==> config.mk <==
export PLATFORM = sky130hd
export DESIGN_NAME = dual_reload_timer
export DESIGN_NICKNAME = d
export VERILOG_FILES = /design/src/timer_pkg.sv /design/src/timer_channel.sv /design/src/apb_port.sv /design/src/dual_reload_timer.sv
export SDC_FILE = /design/constraint.sdc
export NUM_CORES = 1
export LEC_CHECK = 0
export BUFFER_PORTS_ARGS = -buffer_cell sky130_fd_sc_hd__buf_2
export CORE_MARGIN = 2
export CORE_UTILIZATION = 45
export DETAILED_ROUTE_END_ITERATION = 6
export GPL_TIMING_DRIVEN = 0
export PLACE_DENSITY = 0.62
export SLEW_MARGIN = 10
export SYNTH_ARGS = -nofsm -noshare
export SYNTH_HDL_FRONTEND = slang
export SYNTH_SLANG_ARGS = --single-unit
==> constraint.sdc <==
create_clock -name pclk -period 3.2 [get_ports pclk]
set_input_delay 0.48 -clock pclk [delete_from_list [all_inputs] [get_ports pclk]]
set_output_delay 0.48 -clock pclk [all_outputs]
set_load 0.01 [all_outputs]
==> src/timer_pkg.sv <==
// constants shared by the dual reload timer block: register map, field positions,
// reset values and widths; assumes a 32-bit apb data path with byte addresses
package timer_pkg;

  // data path and register widths
  localparam int DATA_WIDTH = 32;
  localparam int ADDR_WIDTH = 16;
  localparam int COUNT_WIDTH = 32;

  // register byte offsets
  localparam logic [15:0] MODE_OFFSET = 16'h6000;
  localparam logic [15:0] BASE0_OFFSET = 16'h6004;
  localparam logic [15:0] BASE1_OFFSET = 16'h6008;
  localparam logic [15:0] COUNT0_OFFSET = 16'h600c;
  localparam logic [15:0] COUNT1_OFFSET = 16'h6010;

  // mode register fields, one enable and one operation select per timer
  localparam int T0_ENABLE_BIT = 0;
  localparam int T0_TOGGLE_BIT = 1;
  localparam int T1_ENABLE_BIT = 3;
  localparam int T1_TOGGLE_BIT = 4;

  // reset values
  localparam logic [31:0] MODE_RESET = 32'h0000_0000;
  localparam logic [31:0] BASE_RESET = 32'h0000_0000;
  localparam logic [31:0] COUNT_RESET = 32'h0fff_ffff;
  localparam logic [31:0] READ_ZERO = 32'h0000_0000;

  // operation select encodings
  localparam logic OP_INTERVAL = 1'b0;
  localparam logic OP_TOGGLE = 1'b1;

  // decoded register selector
  typedef enum {
    SEL_MODE,
    SEL_BASE0,
    SEL_BASE1,
    SEL_COUNT0,
    SEL_COUNT1,
    SEL_NONE
  } reg_sel_t;

endpackage

==> src/timer_channel.sv <==
// one down-counting reload timer with its output pin and time-out request
// assumes enable and mode come from registers on the same clock as the counter
`timescale 1ns/1ps
`default_nettype none
module timer_channel #(
  parameter int WIDTH = 32,
  parameter logic [WIDTH-1:0] RESET_COUNT = '1
) (
  input wire logic pclk,
  input wire logic presetn,
  input wire logic enable,
  input wire logic toggle_mode,
  input wire logic [WIDTH-1:0] base_value,
  input wire logic count_wr,
  input wire logic [WIDTH-1:0] count_wdata,
  output logic [WIDTH-1:0] count_value,
  output logic output_pin,
  output logic timeout_irq
);

  logic enable_d_reg;
  logic [WIDTH-1:0] count_reg;
  logic pin_reg;
  logic irq_reg;
  logic start;
  logic running;
  logic expire;

  generate
    if (WIDTH < 1 || WIDTH > 32) begin : g_bad_width
      $error("timer_channel: WIDTH must lie in 1..32");
    end
  endgenerate

  // the first enabled cycle loads, later enabled cycles count
  assign start = enable && !enable_d_reg;
  assign running = enable && enable_d_reg;
  // time-out when the count reaches zero
  assign expire = running && (count_reg == '0);

  // remember last enable so a fresh enable can be seen
  always_ff @(posedge pclk or negedge presetn) begin
    if (!presetn) begin
      enable_d_reg <= 1'b0;
    end else begin
      enable_d_reg <= enable;
    end
  end

  // counter: software write wins, then load, reload, decrement, hold
  always_ff @(posedge pclk or negedge presetn) begin
    if (!presetn) begin
      count_reg <= RESET_COUNT;
    end else if (count_wr) begin
      count_reg <= count_wdata;
    // load base on enable
    end else if (start) begin
      count_reg <= base_value;
    // reload after base+1 cycles
    end else if (expire) begin
      count_reg <= base_value;
    end else if (running) begin
      count_reg <= count_reg - 1'b1;
    end
    // halted timer keeps its count, no reload
  end

  // output pin shaping per operation
  always_ff @(posedge pclk or negedge presetn) begin
    if (!presetn) begin
      pin_reg <= 1'b0;
    // low while disabled, restart low
    end else if (!enable || start) begin
      pin_reg <= 1'b0;
    // toggle gives half-rate square wave
    end else if (expire && toggle_mode == timer_pkg::OP_TOGGLE) begin
      pin_reg <= !pin_reg;
    // single-clock pulse in interval operation
    end else if (toggle_mode == timer_pkg::OP_INTERVAL) begin
      pin_reg <= expire;
    end
  end

  // request pulse at each time-out
  always_ff @(posedge pclk or negedge presetn) begin
    if (!presetn) begin
      irq_reg <= 1'b0;
    end else begin
      irq_reg <= expire;
    end
  end

  assign count_value = count_reg;
  assign output_pin = pin_reg;
  assign timeout_irq = irq_reg;

endmodule
`default_nettype wire

==> src/apb_port.sv <==
// apb slave handshake: no wait states, registered read data and error answer
// assumes the master holds the request stable through the access phase
`timescale 1ns/1ps
`default_nettype none
module apb_port #(
  parameter int DATA_WIDTH = 32
) (
  input wire logic pclk,
  input wire logic presetn,
  input wire logic psel,
  input wire logic penable,
  input wire logic pwrite,
  input wire logic addr_valid,
  input wire logic [DATA_WIDTH-1:0] read_value,
  output logic pready,
  output logic pslverr,
  output logic [DATA_WIDTH-1:0] prdata,
  output logic write_fire
);

  logic pready_reg;
  logic pslverr_reg;
  logic [DATA_WIDTH-1:0] prdata_reg;
  logic setup;

  assign setup = psel && !penable;

  // ready rises for the first access cycle, so every transfer takes two cycles
  always_ff @(posedge pclk or negedge presetn) begin
    if (!presetn) begin
      pready_reg <= 1'b0;
      pslverr_reg <= 1'b0;
    end else begin
      pready_reg <= setup;
      pslverr_reg <= setup && !addr_valid;
    end
  end

  // read data captured in the setup cycle; stays put otherwise
  always_ff @(posedge pclk or negedge presetn) begin
    if (!presetn) begin
      prdata_reg <= '0;
    end else if (setup) begin
      prdata_reg <= (!pwrite && addr_valid) ? read_value : '0;
    end
  end

  // a write lands only at the completing edge of a mapped access
  assign write_fire = psel && penable && pready_reg && pwrite && addr_valid;
  assign pready = pready_reg;
  assign pslverr = pslverr_reg;
  assign prdata = prdata_reg;

endmodule
`default_nettype wire

==> src/dual_reload_timer.sv <==
// top of the dual 32-bit reload timer: apb register file plus two timer channels
// assumes a single 200 mhz pclk domain and an apb master on the same clock
//
// Behaviour
// two independent 32-bit timers, each interval or toggle operation
// each timer raises its own request at every count-out
// interval operation gives one-clock pin pulse per time-out, also the request
// interval pulse rate is clock over programmed period
// toggle operation inverts the pin and raises a request at each time-out
// toggle output is a 50% square wave at half the interval rate
// on enable the base value loads into the count, then decrements
// at expiry request, reload base and keep counting unaided
// halting a running timer does not reload its count
// software changes a base value only while that timer is disabled; the code accepts base writes at any time
// time-out lasts base value plus one clock cycles
// count registers read the live count and reset to 0x0fffffff
// one mode register controls both timers, resets to zero, both disabled
// mode register holds an enable and operation select per timer
// pin low while disabled, toggle output restarts low on enable
`timescale 1ns/1ps
`default_nettype none
module dual_reload_timer #(
  parameter int ADDR_WIDTH = timer_pkg::ADDR_WIDTH,
  parameter int COUNT_WIDTH = timer_pkg::COUNT_WIDTH
) (
  input wire logic pclk,
  input wire logic presetn,
  input wire logic psel,
  input wire logic penable,
  input wire logic pwrite,
  input wire logic [ADDR_WIDTH-1:0] paddr,
  input wire logic [timer_pkg::DATA_WIDTH-1:0] pwdata,
  input wire logic [3:0] pstrb,
  output logic [timer_pkg::DATA_WIDTH-1:0] prdata,
  output logic pready,
  output logic pslverr,
  output logic timer0_output_pin,
  output logic timer1_output_pin,
  output logic timer0_irq,
  output logic timer1_irq
);

  localparam int DW = timer_pkg::DATA_WIDTH;

  generate
    if (ADDR_WIDTH < 15 || ADDR_WIDTH > 16) begin : g_bad_addr
      $error("dual_reload_timer: ADDR_WIDTH must be 15 or 16");
    end
    if (COUNT_WIDTH < 1 || COUNT_WIDTH > DW) begin : g_bad_count
      $error("dual_reload_timer: COUNT_WIDTH must lie in 1..32");
    end
  endgenerate

  // address decode shared by the read path and the write path
  function automatic timer_pkg::reg_sel_t decode(input logic [ADDR_WIDTH-1:0] addr);
    logic [15:0] a;
    a = 16'(addr);
    unique case (a)
      timer_pkg::MODE_OFFSET: decode = timer_pkg::SEL_MODE;
      timer_pkg::BASE0_OFFSET: decode = timer_pkg::SEL_BASE0;
      timer_pkg::BASE1_OFFSET: decode = timer_pkg::SEL_BASE1;
      timer_pkg::COUNT0_OFFSET: decode = timer_pkg::SEL_COUNT0;
      timer_pkg::COUNT1_OFFSET: decode = timer_pkg::SEL_COUNT1;
      default: decode = timer_pkg::SEL_NONE;
    endcase
  endfunction

  // merge write data into an old value under the byte strobes
  function automatic logic [DW-1:0] merge(input logic [DW-1:0] old_value,
                                          input logic [DW-1:0] new_value,
                                          input logic [3:0] strobe);
    logic [DW-1:0] result;
    result = old_value;
    for (int b = 0; b < 4; b++) begin
      if (strobe[b]) begin
        result[b*8 +: 8] = new_value[b*8 +: 8];
      end
    end
    merge = result;
  endfunction

  timer_pkg::reg_sel_t sel;
  logic addr_valid;
  logic write_fire;
  logic [DW-1:0] read_value;

  logic [DW-1:0] mode_reg;
  logic [DW-1:0] mode_next;
  logic [DW-1:0] mode_merged;
  logic [COUNT_WIDTH-1:0] base_reg [2];
  logic [COUNT_WIDTH-1:0] count_value [2];
  logic [COUNT_WIDTH-1:0] count_wdata [2];
  logic count_wr [2];
  logic chan_enable [2];
  logic chan_toggle [2];
  logic chan_pin [2];
  logic chan_irq [2];

  assign sel = decode(paddr);
  assign addr_valid = (sel != timer_pkg::SEL_NONE);

  // bus handshake and answer timing live in the port module
  apb_port #(
    .DATA_WIDTH(DW)
  ) u_apb (
    .pclk(pclk),
    .presetn(presetn),
    .psel(psel),
    .penable(penable),
    .pwrite(pwrite),
    .addr_valid(addr_valid),
    .read_value(read_value),
    .pready(pready),
    .pslverr(pslverr),
    .prdata(prdata),
    .write_fire(write_fire)
  );

  // strobe merge done once, then only the kept bits are picked from it
  assign mode_merged = merge(mode_reg, pwdata, pstrb);

  // only the enable and select bits are kept; the rest reads zero
  always_comb begin
    mode_next = timer_pkg::READ_ZERO;
    mode_next[timer_pkg::T0_ENABLE_BIT] = mode_merged[timer_pkg::T0_ENABLE_BIT];
    mode_next[timer_pkg::T0_TOGGLE_BIT] = mode_merged[timer_pkg::T0_TOGGLE_BIT];
    mode_next[timer_pkg::T1_ENABLE_BIT] = mode_merged[timer_pkg::T1_ENABLE_BIT];
    mode_next[timer_pkg::T1_TOGGLE_BIT] = mode_merged[timer_pkg::T1_TOGGLE_BIT];
  end

  // mode register, both timers disabled from reset
  always_ff @(posedge pclk or negedge presetn) begin
    if (!presetn) begin
      mode_reg <= timer_pkg::MODE_RESET;
    end else if (write_fire && sel == timer_pkg::SEL_MODE) begin
      mode_reg <= mode_next;
    end
  end

  assign chan_enable[0] = mode_reg[timer_pkg::T0_ENABLE_BIT];
  assign chan_toggle[0] = mode_reg[timer_pkg::T0_TOGGLE_BIT];
  assign chan_enable[1] = mode_reg[timer_pkg::T1_ENABLE_BIT];
  assign chan_toggle[1] = mode_reg[timer_pkg::T1_TOGGLE_BIT];

  // two identical channels, each with its own base and count
  generate
    for (genvar i = 0; i < 2; i++) begin : g_chan
      timer_pkg::reg_sel_t base_sel;
      timer_pkg::reg_sel_t count_sel;
      assign base_sel = (i == 0) ? timer_pkg::SEL_BASE0 : timer_pkg::SEL_BASE1;
      assign count_sel = (i == 0) ? timer_pkg::SEL_COUNT0 : timer_pkg::SEL_COUNT1;

      // base value; writing it while running is tolerated but takes effect at the next reload
      always_ff @(posedge pclk or negedge presetn) begin
        if (!presetn) begin
          base_reg[i] <= COUNT_WIDTH'(timer_pkg::BASE_RESET);
        end else if (write_fire && sel == base_sel) begin
          base_reg[i] <= COUNT_WIDTH'(merge(DW'(base_reg[i]), pwdata, pstrb));
        end
      end

      // software may preset the live count directly
      assign count_wr[i] = write_fire && (sel == count_sel);
      assign count_wdata[i] = COUNT_WIDTH'(merge(DW'(count_value[i]), pwdata, pstrb));

      timer_channel #(
        .WIDTH(COUNT_WIDTH),
        .RESET_COUNT(COUNT_WIDTH'(timer_pkg::COUNT_RESET))
      ) u_timer (
        .pclk(pclk),
        .presetn(presetn),
        .enable(chan_enable[i]),
        .toggle_mode(chan_toggle[i]),
        .base_value(base_reg[i]),
        .count_wr(count_wr[i]),
        .count_wdata(count_wdata[i]),
        .count_value(count_value[i]),
        .output_pin(chan_pin[i]),
        .timeout_irq(chan_irq[i])
      );
    end
  endgenerate

  // count registers read back the live count
  always_comb begin
    unique case (sel)
      timer_pkg::SEL_MODE: read_value = mode_reg;
      timer_pkg::SEL_BASE0: read_value = DW'(base_reg[0]);
      timer_pkg::SEL_BASE1: read_value = DW'(base_reg[1]);
      timer_pkg::SEL_COUNT0: read_value = DW'(count_value[0]);
      timer_pkg::SEL_COUNT1: read_value = DW'(count_value[1]);
      timer_pkg::SEL_NONE: read_value = timer_pkg::READ_ZERO;
    endcase
  end

  // pins and requests come straight from channel flip-flops
  assign timer0_output_pin = chan_pin[0];
  assign timer1_output_pin = chan_pin[1];
  assign timer0_irq = chan_irq[0];
  assign timer1_irq = chan_irq[1];

endmodule
`default_nettype wire

==> results of run 1 <==
## power by group
group / total [W] / switching (W) / leakage (nW) / internal [W]
clock: 0.00244 / 0.000931 / 0.327 / 0.00151
sequential: 0.00339 / 0.000582 / 2.18 / 0.00280
combinational: 0.00155 / 0.000845 / 2.65 / 0.000702
total: 0.00737 / 0.00236 / 5.16 / 0.00501
## cell usage after synthesis (6+ instances only)
master    count
mux2_2       65
and3_1       16
xor2_1       16
clkbuf_1     38
a31oi_1       6
a22o_1       10
dfstp_2      56
a221oi_1     10
nor4_1       17
dfrtp_1     116
nand3_1      29
nand4_1       7
nor2_1       63
inv_1        15
or4_1        11
o22ai_1      17
o21ai_0      51
nand2_1      73
a211oi_1     17
a221o_1       9
o211ai_1     12
buf_2        15
or3_1        15
xnor2_1      21
mux2i_1       6
a21oi_1      67
nor3_1       35
a22oi_1      48
a21o_1       29
## final cells by class
type	instances	area (um^2)	share of cell area [%]
Buffer	60	290.3	2.540
Clock buffer	21	460.4	4.028
Clock inverter	11	215.2	1.883
Inverter	16	60.06	0.5255
Multi-Input combinational cell	750	5112	44.73
Sequential cell	172	4374	38.27
Tap cell	275	344.1	3.010
Timing Repair Buffer	103	573.1	5.014
## cells by family after synthesis
kind of cell | Yosys count | synth area share (%)
AO/OA/AOI/OAI | 327 | 23.29
XOR/XNOR | 37 | 3.309
adder cells (fa/ha/maj) | 4 | 0.5110
buffers and inverters | 76 | 3.526
flip-flops | 172 | 44.66
multiplexers | 71 | 8.086
AND/OR/NAND/NOR | 311 | 16.62
## per-layer routing
layer | wire [um] | vias up | global-route usage, %
li1 | - | 4064 | -
met1 | 14330 | 4533 | 42.04
met2 | 16410 | 549 | 48.96
met3 | 3634 | 92 | 8.204
met4 | 1452 | 0 | 13.43
met5 | 0 | - | 0
## through the flow
stage                     setup slack [ns]  total power (W)  setup TNS (ns)  hold slack, ns
final                              0.04438         0.007372               0        -0.01798
after global routing              -0.01001         0.007695        -0.01001         0.01741
after CTS                          0.03030         0.007328               0        0.004273
after detailed placement           -0.4900         0.004872          -22.98          0.4598
after global placement              -1.173         0.004834         -160.45          0.4539
after floorplan                     0.4938         0.004336               0          0.1844
## repair_timing
item | CTS | global route
setup endpoints to repair | 20 | 36
pin swaps | 2 | 1
setup buffers | 8 | 2
resized for setup | 3 | 7
## worst max path at each step
stage                                   endpoint  slack [ns]
2_1_floorplan  g_chan[1].u_timer.count_value[29]        0.49
3_3_place_gp                    u_apb.prdata[22]       -1.17
3_5_place_dp                    u_apb.prdata[30]       -0.49
4_1_cts        g_chan[1].u_timer.count_value[28]        0.03
5_1_grt        g_chan[1].u_timer.count_value[28]       -0.01
6_report                        u_apb.prdata[30]        0.04
==> results.ini, run 1 <==
[timing]
period_needed_ns = 3.156
finalHoldViolCount = 5
fmax_ghz = 0.3169
setup_viol = 0
max_slew_margin_pct = 38.70
slew_viol_final = 0
fin_crit_sh_pct = 98.61
tightest_slew_ns = 0.9195
whs_ns = -0.01798
fin_skew_ns = 0.01145

[setup_path]
cp.arrival_ns = 3.49
cp_num_buf_inv = 2
r2r_start = g_chan[0].u_timer.count_value[0]
cp-startpoint = paddr[7]
path_max_fanout = 10
cp-end-kind = flop
critPathMaxStageDelay_ns = 0.68
crit_chain = buf_2 -> or4b_1 -> nor4_1 -> nand2_1 -> nand2_1 -> clkbuf_2 -> a21oi_1 -> a21o_1
required_ns = 3.53
r2r_slack_ns = 0.09
worstRegToRegCells = 8
r2r-end = g_chan[0].u_timer.count_value[28]
cp.depth = 8
cpLargestDelayFamily = simple AND/OR/NAND/NOR gates
worstSetupStartpointType = primary input
path_common_cell = nand2_1
crit_slowest_cell = or4b_1
critPathKind = in -> reg

[clock_tree]
insertion_delay_ns = 0.44
root_buffer = clkbuf_16
cts_buffer_depth = 2
cts_tree = yes
cts_buffers = 17
cts.htree.levels = 4
clk_pin_slew_ns = 0.07
cts_hold_buf = 0
cts.sinks = 172

[floorplan]
core-area_um2 = 21220
dieWidth_um = 151.5
die_h_um = 151.5
die_area_um2 = 22960
pin_count = 95
initial_utilization_pct = 46.16
fp-row-count = 53

[status]
run_status = finished, violations left
violations = negative hold slack

[power_and_ir_drop]
power_density_nw_per_um2 = 645.0
ir_drop_uv = 384.2
p_leak_nw = 5.157

[yosys]
synth_edf_count = 0
syn_avg_cell_area_um2 = 9.814
ys_async_sr_fraction_pct = 100.0
synth_warnings = 0
synth_cell_types = 74
synth_top_area_share_pct = 29.64
synth-main-ff-cell = dfrtp_1
synth_seq_cells = 172
yosysSeqAreaShare_pct = 44.66
netlist_top_cells_area = dfrtp_1 30%, dfstp_2 15%, mux2_2 7.5%
synthCells = 998
syn-num-nets = 1059
syn_area_um2 = 9794
synth_top_area_cell = dfrtp_1

[route]
via_per_inst = 6.561
vias = 9238
drtIter0Drc = 1026
route.detailed.drc = 0
drtPass1Iterations = 6
ant_nets = 0
wl_per_cell_um = 25.45
wl_mm = 35.83

[global_routing]
grt_antenna_before_repair = 0
grt_max_degree = 108
overflow = 0
grt_pass1_vias = 8784
grt_pass1_wl_mm = 53.01
grt_usage_pct = 31.58

[layout]
instances_no_fill = 1408
area_growth_pct = 16.70
most-common-layout-cells = 116 x dfrtp_1, 105 x buf_2, 73 x nand2_1, 66 x a21oi_1, 65 x mux2_2
drive_above_1_share_pct = 26.92
final_core_utilization_pct = 53.86
final_common_cell = dfrtp_1
n_fill_cell = 2013
n_antenna_cell = 0
finalNetCount = 1181
fin_area_um2 = 11430

[placement]
dpl-instance-area_um2 = 10640
dp_hpwl_mm = 24.80
dp_cells = 1366
place_congestion = 0.9339
portBuffers = 92

[worst_hold_path]
holdCritPathClass = in -> async

[run]
cap_violations = 0

(Power assumes the default switching activity.)
==> run 2: changes to the inputs <==
Settings changed: SETUP_SLACK_MARGIN set to 0.1.
==> run 2 against run 1 <==
Against the previous run:
- the flow finishes with violations (design-rule violations, negative hold slack)
- die area is the same
- total power hardly changed
- setup slack better by 0.049 ns
- via count up 0.57%
- register-to-register slack better by 0.03 ns
- core utilization is 0.24 points higher
- final cell count increased by 0.14%
- clock power about the same
- count of clock-buffer cells in the layout unchanged
- clock skew shrank 0.0021 ns
- sequential power about the same
- critical endpoint is now u_apb.prdata[12]
==> results.ini, run 2 (synthesis results as in run 1) <==
[setup_path]
crit_slowest_cell = or4b_1
worstSetupStartpointType = primary input
cp-end-kind = flop
critPathKind = in -> reg
cp-startpoint = paddr[7]
critPathMaxStageDelay_ns = 0.69  ; about the same
crit_chain = buf_2 -> or4b_1 -> nor3_4 -> buf_4 -> and2_1 -> clkbuf_1 -> clkbuf_1 -> a22oi_1 -> a21oi_1 -> a21o_1
cp.arrival_ns = 3.48  ; about the same
r2r_start = mode_reg[3]
required_ns = 3.57  ; +0.04 ns
path_max_fanout = 10  ; unchanged
path_common_cell = clkbuf_1

[timing]
whs_ns = -0.01705  ; +0.0009310 ns
rsz0062_at_grt = false
fmax_ghz = 0.3219  ; +1.6%
tns_ns = 0  ; unchanged
fin_skew_ns = 0.009332  ; -0.002119 ns
fin_crit_sh_pct = 97.09  ; -1.5 points
tightest_slew_ns = 0.8714  ; -0.04810 ns
finalHoldViolCount = 7  ; +2
max_slew_margin_pct = 41.91  ; +3.2 points
setup_viol = 0  ; unchanged
period_needed_ns = 3.107  ; -0.04882 ns
slew_viol_final = 0  ; unchanged

[layout]
final_core_utilization_pct = 54.10  ; +0.24 points
final_common_cell = dfrtp_1
finalNetCount = 1183  ; +0.17%
area_growth_pct = 17.22
n_antenna_cell = 0  ; unchanged
drive_above_1_share_pct = 27.75  ; +0.83 points
most-common-layout-cells = 116 x dfrtp_1, 105 x buf_2, 72 x nand2_1, 66 x a21oi_1, 65 x mux2_2

[status]
violations = design-rule violations, negative hold slack
run_status = finished, violations left

[placement]
dp_hpwl_mm = 24.80  ; unchanged
place_congestion = 0.9339  ; unchanged
portBuffers = 92  ; unchanged

[global_routing]
grt_pass1_wl_mm = 53.03  ; about the same
grt_max_degree = 108  ; unchanged
grt_antenna_before_repair = 0  ; unchanged
grt_pass1_vias = 8790  ; +0.068%
overflow = 0  ; unchanged
grt_usage_pct = 31.59  ; about the same

[floorplan]
fp-row-count = 53  ; unchanged
initial_utilization_pct = 46.16  ; unchanged
die_h_um = 151.5  ; unchanged
core-area_um2 = 21220  ; unchanged
dieWidth_um = 151.5  ; unchanged
pin_count = 95  ; unchanged
die_area_um2 = 22960  ; unchanged

[route]
vias = 9291  ; +0.57%
wl_mm = 35.84  ; about the same
via_per_inst = 6.589  ; +0.43%
ant_nets = 0  ; unchanged
wl_per_cell_um = 25.42  ; -0.11%
drtPass1Iterations = 7  ; +1
drtIter0Drc = 1084  ; +5.7%
route.detailed.drc = 3  ; +3

[clock_tree]
cts.htree.levels = 4  ; unchanged
cts_tree = yes
insertion_delay_ns = 0.44  ; about the same
cts_hold_buf = 0  ; unchanged
cts_buffer_depth = 2  ; unchanged
cts.sinks = 172  ; unchanged
root_buffer = clkbuf_16
clk_pin_slew_ns = 0.07  ; about the same
cts_buffers = 17  ; unchanged

[power_and_ir_drop]
p_leak_nw = 5.177  ; +0.38%
switching_power_w = 0.002359  ; about the same
pwr-share-clk_pct = 33.0  ; about the same
comb_power_share_pct = 21.1  ; about the same
power_frac_seq_pct = 45.9  ; about the same
ir_drop_uv = 386.7  ; +0.64%
switching_share_pct = 31.98  ; about the same
power_density_nw_per_um2 = 642.6  ; -0.37%
p_int_w = 0.005019  ; about the same

[run]
cap_violations = 0  ; unchanged

[worst_hold_path]
holdCritPathClass = in -> async

-- run 2: changes by cell type in the layout (fill, tap and decap cells not counted), sizes merged --
cell and change:
clkbuf -1, clkdlybuf4s15 +1, buf +2
-- run 2: worst paths after layout --
kind / endpoint / slack [ns] / depth (start not counted)
hold / removal: base_reg[38] / -0.02 / 1
setup / recovery: u_apb.prdata[12] / 0.09 / 10
hold reg to reg: u_apb.prdata[22] / 0.47 / 1
max in group asynchronous: u_apb.prdata[0] / 2.21 / 2
setup reg to reg: g_chan[1].u_timer.count_value[29] / 0.12 / 6
min in group pclk: base_reg[51] / 0.29 / 2
-- run 2: critical path: cells and delay by family --
| kind | cells | cell delay, ns |
|---|---|---|
| buffers and inverters | 4 | 1.25 |
| AOI/OAI and AO/OA | 3 | 0.55 |
| and+or+nand+nor | 3 | 1.20 |
-- run 2: final cells by class --
type                            count  area, um^2
Buffer                             60       297.8
Clock buffer                       21       460.4
Clock inverter                     11       215.2
Fill cell                        2013        9739
Inverter                           16       60.06
Multi-Input combinational cell    750        5141
Sequential cell                   172        4374
Tap cell                          275       344.1
Timing Repair Buffer              105       588.1
-- run 2: power by group through the flow --
stage	clock network [W]	logic, W	registers, W
after floorplan	0	0.00114	0.00320
after global routing	0.00256	0.00171	0.00344
after CTS	0.00245	0.00153	0.00335
after detailed placement	0	0.00150	0.00337
after global placement	0	0.00147	0.00337
final	0.00244	0.00156	0.00338
-- run 2: through the flow --
step                hold slack, ns  instance area, um^2  total power, W  instances  setup slack [ns]
global placement            0.4539                10600        0.004834       1365            -1.173
global route               0.01741                11480        0.007710       1410            0.1153
finish                    -0.01705                11480        0.007378       1410           0.09320
CTS                       0.004273                11390        0.007328       1406           0.03030
floorplan                   0.1844                 9794        0.004336        998            0.4938
detailed placement          0.4598                10640        0.004872       1366           -0.4900
-- run 2: routing by layer --
layer	wire length, um	share of wire (%)	track usage, %
met5	0	0	0
met4	1592	4.4	13.43
met3	3566	10	8.204
met2	16340	46	49.00
met1	14340	40	42.04
-- run 2: timing repair --
action,4_1_cts,5_1_grt
hold endpoints to repair,0,0
buffers inserted,8,4
setup endpoints to repair,49,76
resized for setup,4,17
cloned,0,0
pin swaps,2,3
==> run 3: changes to the inputs <==
Settings changed: PLACE_DENSITY 0.62 to unset.
==> run 3 against run 2 <==
Against the previous run:
- the flow now finishes without violations
- register-to-register slack about the same
- setup slack improved by 0.016 ns
- core utilization is 0.66 points lower
- sequential power barely moved
- critical path depth is 2 lower
- via count is 0.68% lower
- final cell count shrank 0.64%
- total power shrank 3.0%
- worst hold slack better by 0.028 ns
- fmax up 0.50%
- non-clock buffer count down 9
- die area stayed put
- highest routed layer unchanged
==> results.ini, run 3 (synthesis results as in run 1) <==
[timing]
max_slew_margin_pct = 31.04  ; -11 points
period_needed_ns = 3.091  ; -0.01554 ns
fin_crit_sh_pct = 96.60  ; -0.49 points
tns_ns = 0  ; unchanged
finalWorstSetupSlack_ns = 0.1087  ; +0.01554 ns
tightest_slew_ns = 1.030  ; +0.1582 ns
fin_skew_ns = 0.01208  ; +0.002746 ns
finalHoldViolCount = 0  ; -7
setup_viol = 0  ; unchanged
rsz0062_at_grt = true
fmax_ghz = 0.3235  ; +0.50%
slew_viol_final = 0  ; unchanged

[clock_tree]
clk_pin_slew_ns = 0.07  ; about the same
cts_buffers = 17  ; unchanged
cts.htree.levels = 4  ; unchanged
root_buffer = clkbuf_16
cts.sinks = 172  ; unchanged
cts_tree = yes
cts_buffer_depth = 2  ; unchanged
insertion_delay_ns = 0.44  ; about the same

[layout]
instances_no_fill = 1401  ; -0.64%
n_antenna_cell = 0  ; unchanged
most-common-layout-cells = 116 x dfrtp_1, 106 x buf_2, 71 x nand2_1, 66 x a21oi_1, 65 x mux2_2
n_fill_cell = 2010  ; -0.15%
final_core_utilization_pct = 53.44  ; -0.66 points
area_growth_pct = 15.79
drive_above_1_share_pct = 27.26  ; -0.49 points
finalNetCount = 1174  ; -0.76%
final_common_cell = dfrtp_1

[route]
route.detailed.drc = 0  ; -3
drtIter0Drc = 1206  ; +11%
via_per_inst = 6.587  ; about the same
drtPass1Iterations = 6  ; -1
vias = 9228  ; -0.68%
wl_mm = 35.84  ; about the same
wl_per_cell_um = 25.58  ; +0.65%
ant_nets = 0  ; unchanged

[floorplan]
initial_utilization_pct = 46.16  ; unchanged
core-area_um2 = 21220  ; unchanged
die_h_um = 151.5  ; unchanged
dieWidth_um = 151.5  ; unchanged
fp-row-count = 53  ; unchanged
pin_count = 95  ; unchanged
die_area_um2 = 22960  ; unchanged

[placement]
place_congestion = 0.9686  ; +3.7%
dp_cells = 1366  ; unchanged
portBuffers = 92  ; unchanged
place_ws_ns = -0.6101  ; -0.1201 ns
dp_hpwl_mm = 24.98  ; +0.72%

[setup_path]
cp.arrival_ns = 3.42  ; -0.06 ns
cpLargestDelayFamily = buffers and inverters
crit_slowest_cell = clkbuf_1
cp_num_buf_inv = 3  ; -1
critPathKind = reg -> reg
worstSetupStartpointType = flop
path_common_cell = clkbuf_1
r2r_slack_ns = 0.11  ; about the same
crit_chain = and4_1 -> clkbuf_1 -> and3_1 -> clkbuf_1 -> a21oi_2 -> clkbuf_1 -> o21ai_0 -> o211a_1
cp-end-kind = flop
path_max_fanout = 10  ; unchanged
critPathMaxStageDelay_ns = 0.71  ; +0.02 ns
required_ns = 3.53  ; -0.04 ns

[power_and_ir_drop]
finalPower_w = 0.007154  ; -3.0%
p_int_w = 0.004788  ; -4.6%
power_density_nw_per_um2 = 630.9  ; -1.8%
pwr-share-clk_pct = 31.1  ; -1.9 points
comb_power_share_pct = 21.6  ; +0.5 points
power_frac_seq_pct = 47.3  ; +1.4 points
ir_drop_uv = 347.2  ; -10%
switching_share_pct = 33.08  ; +1.1 points
p_leak_nw = 5.110  ; -1.3%
switching_power_w = 0.002367  ; +0.32%

[global_routing]
overflow = 0  ; unchanged
grt_antenna_before_repair = 0  ; unchanged
grt_max_degree = 103  ; -4.6%
grt_pass1_wl_mm = 53.01  ; about the same
grt_usage_pct = 31.53  ; -0.066 points
grt_pass1_vias = 8674  ; -1.3%

[worst_hold_path]
holdCritPathClass = in -> async

[status]
run_status = finished, final reports clean

[run]
cap_violations = 0  ; unchanged

## run 3: timing repair
action / in CTS / in global routing
hold buffers: 0 / 0
pin swaps: 2 / 2
endpoints found under the setup margin: 49 / 50
setup buffers: 0 / 3
resized for setup: 12 / 6
## run 3: layer usage
| layer | GRT usage, % | routed length (um) | vias to the layer above |
|---|---|---|---|
| li1 | - | - | 4040 |
| met1 | 42.73 | 14590 | 4569 |
| met2 | 49.73 | 16730 | 532 |
| met3 | 6.347 | 3373 | 87 |
| met4 | 12.64 | 1147 | 0 |
| met5 | 0 | 0 | - |
## run 3: power groups by stage
| stage | sequential, W | combinational (W) | clock, W |
|---|---|---|---|
| after floorplan | 0.00320 | 0.00114 | 0 |
| after global placement | 0.00337 | 0.00147 | 0 |
| after detailed placement | 0.00337 | 0.00150 | 0 |
| after CTS | 0.00335 | 0.00152 | 0.00224 |
| after global routing | 0.00344 | 0.00170 | 0.00232 |
| final | 0.00339 | 0.00154 | 0.00222 |
## run 3: area by class of cell
cell class / instances / area [um^2] / share of cell area [%]
multi-input cells: 750 / 5135 / 45.28
flip-flops and latches: 172 / 4374 / 38.57
repair buffers: 96 / 520.5 / 4.590
clock buffers: 20 / 456.7 / 4.027
well taps: 275 / 344.1 / 3.034
plain buffers: 60 / 290.3 / 2.560
clock inverters: 12 / 160.2 / 1.412
inverters: 16 / 60.06 / 0.5296
## run 3: path summary, 6_finish.rpt
kind | from | endpoint | depth (start not counted)
min in group pclk | pwdata[19] | base_reg[51] | 2
setup reg to reg | u_apb.pready | g_chan[0].u_timer.count_value[28] | 8
setup / recovery | u_apb.pready | g_chan[0].u_timer.count_value[28] | 8
hold / removal | presetn | base_reg[38] | 1
hold reg to reg | u_apb.prdata[10] | u_apb.prdata[10] | 1
max in group asynchronous | presetn | g_chan[1].u_timer.count_value[21] | 2
## run 3: metrics by stage
step	cell area [um^2]	hold slack, ns
after floorplan	9794	0.1844
after global placement	10600	0.4548
after detailed placement	10640	0.4598
after CTS	11310	0.02904
after global routing	11340	0.04378
final	11340	0.01060
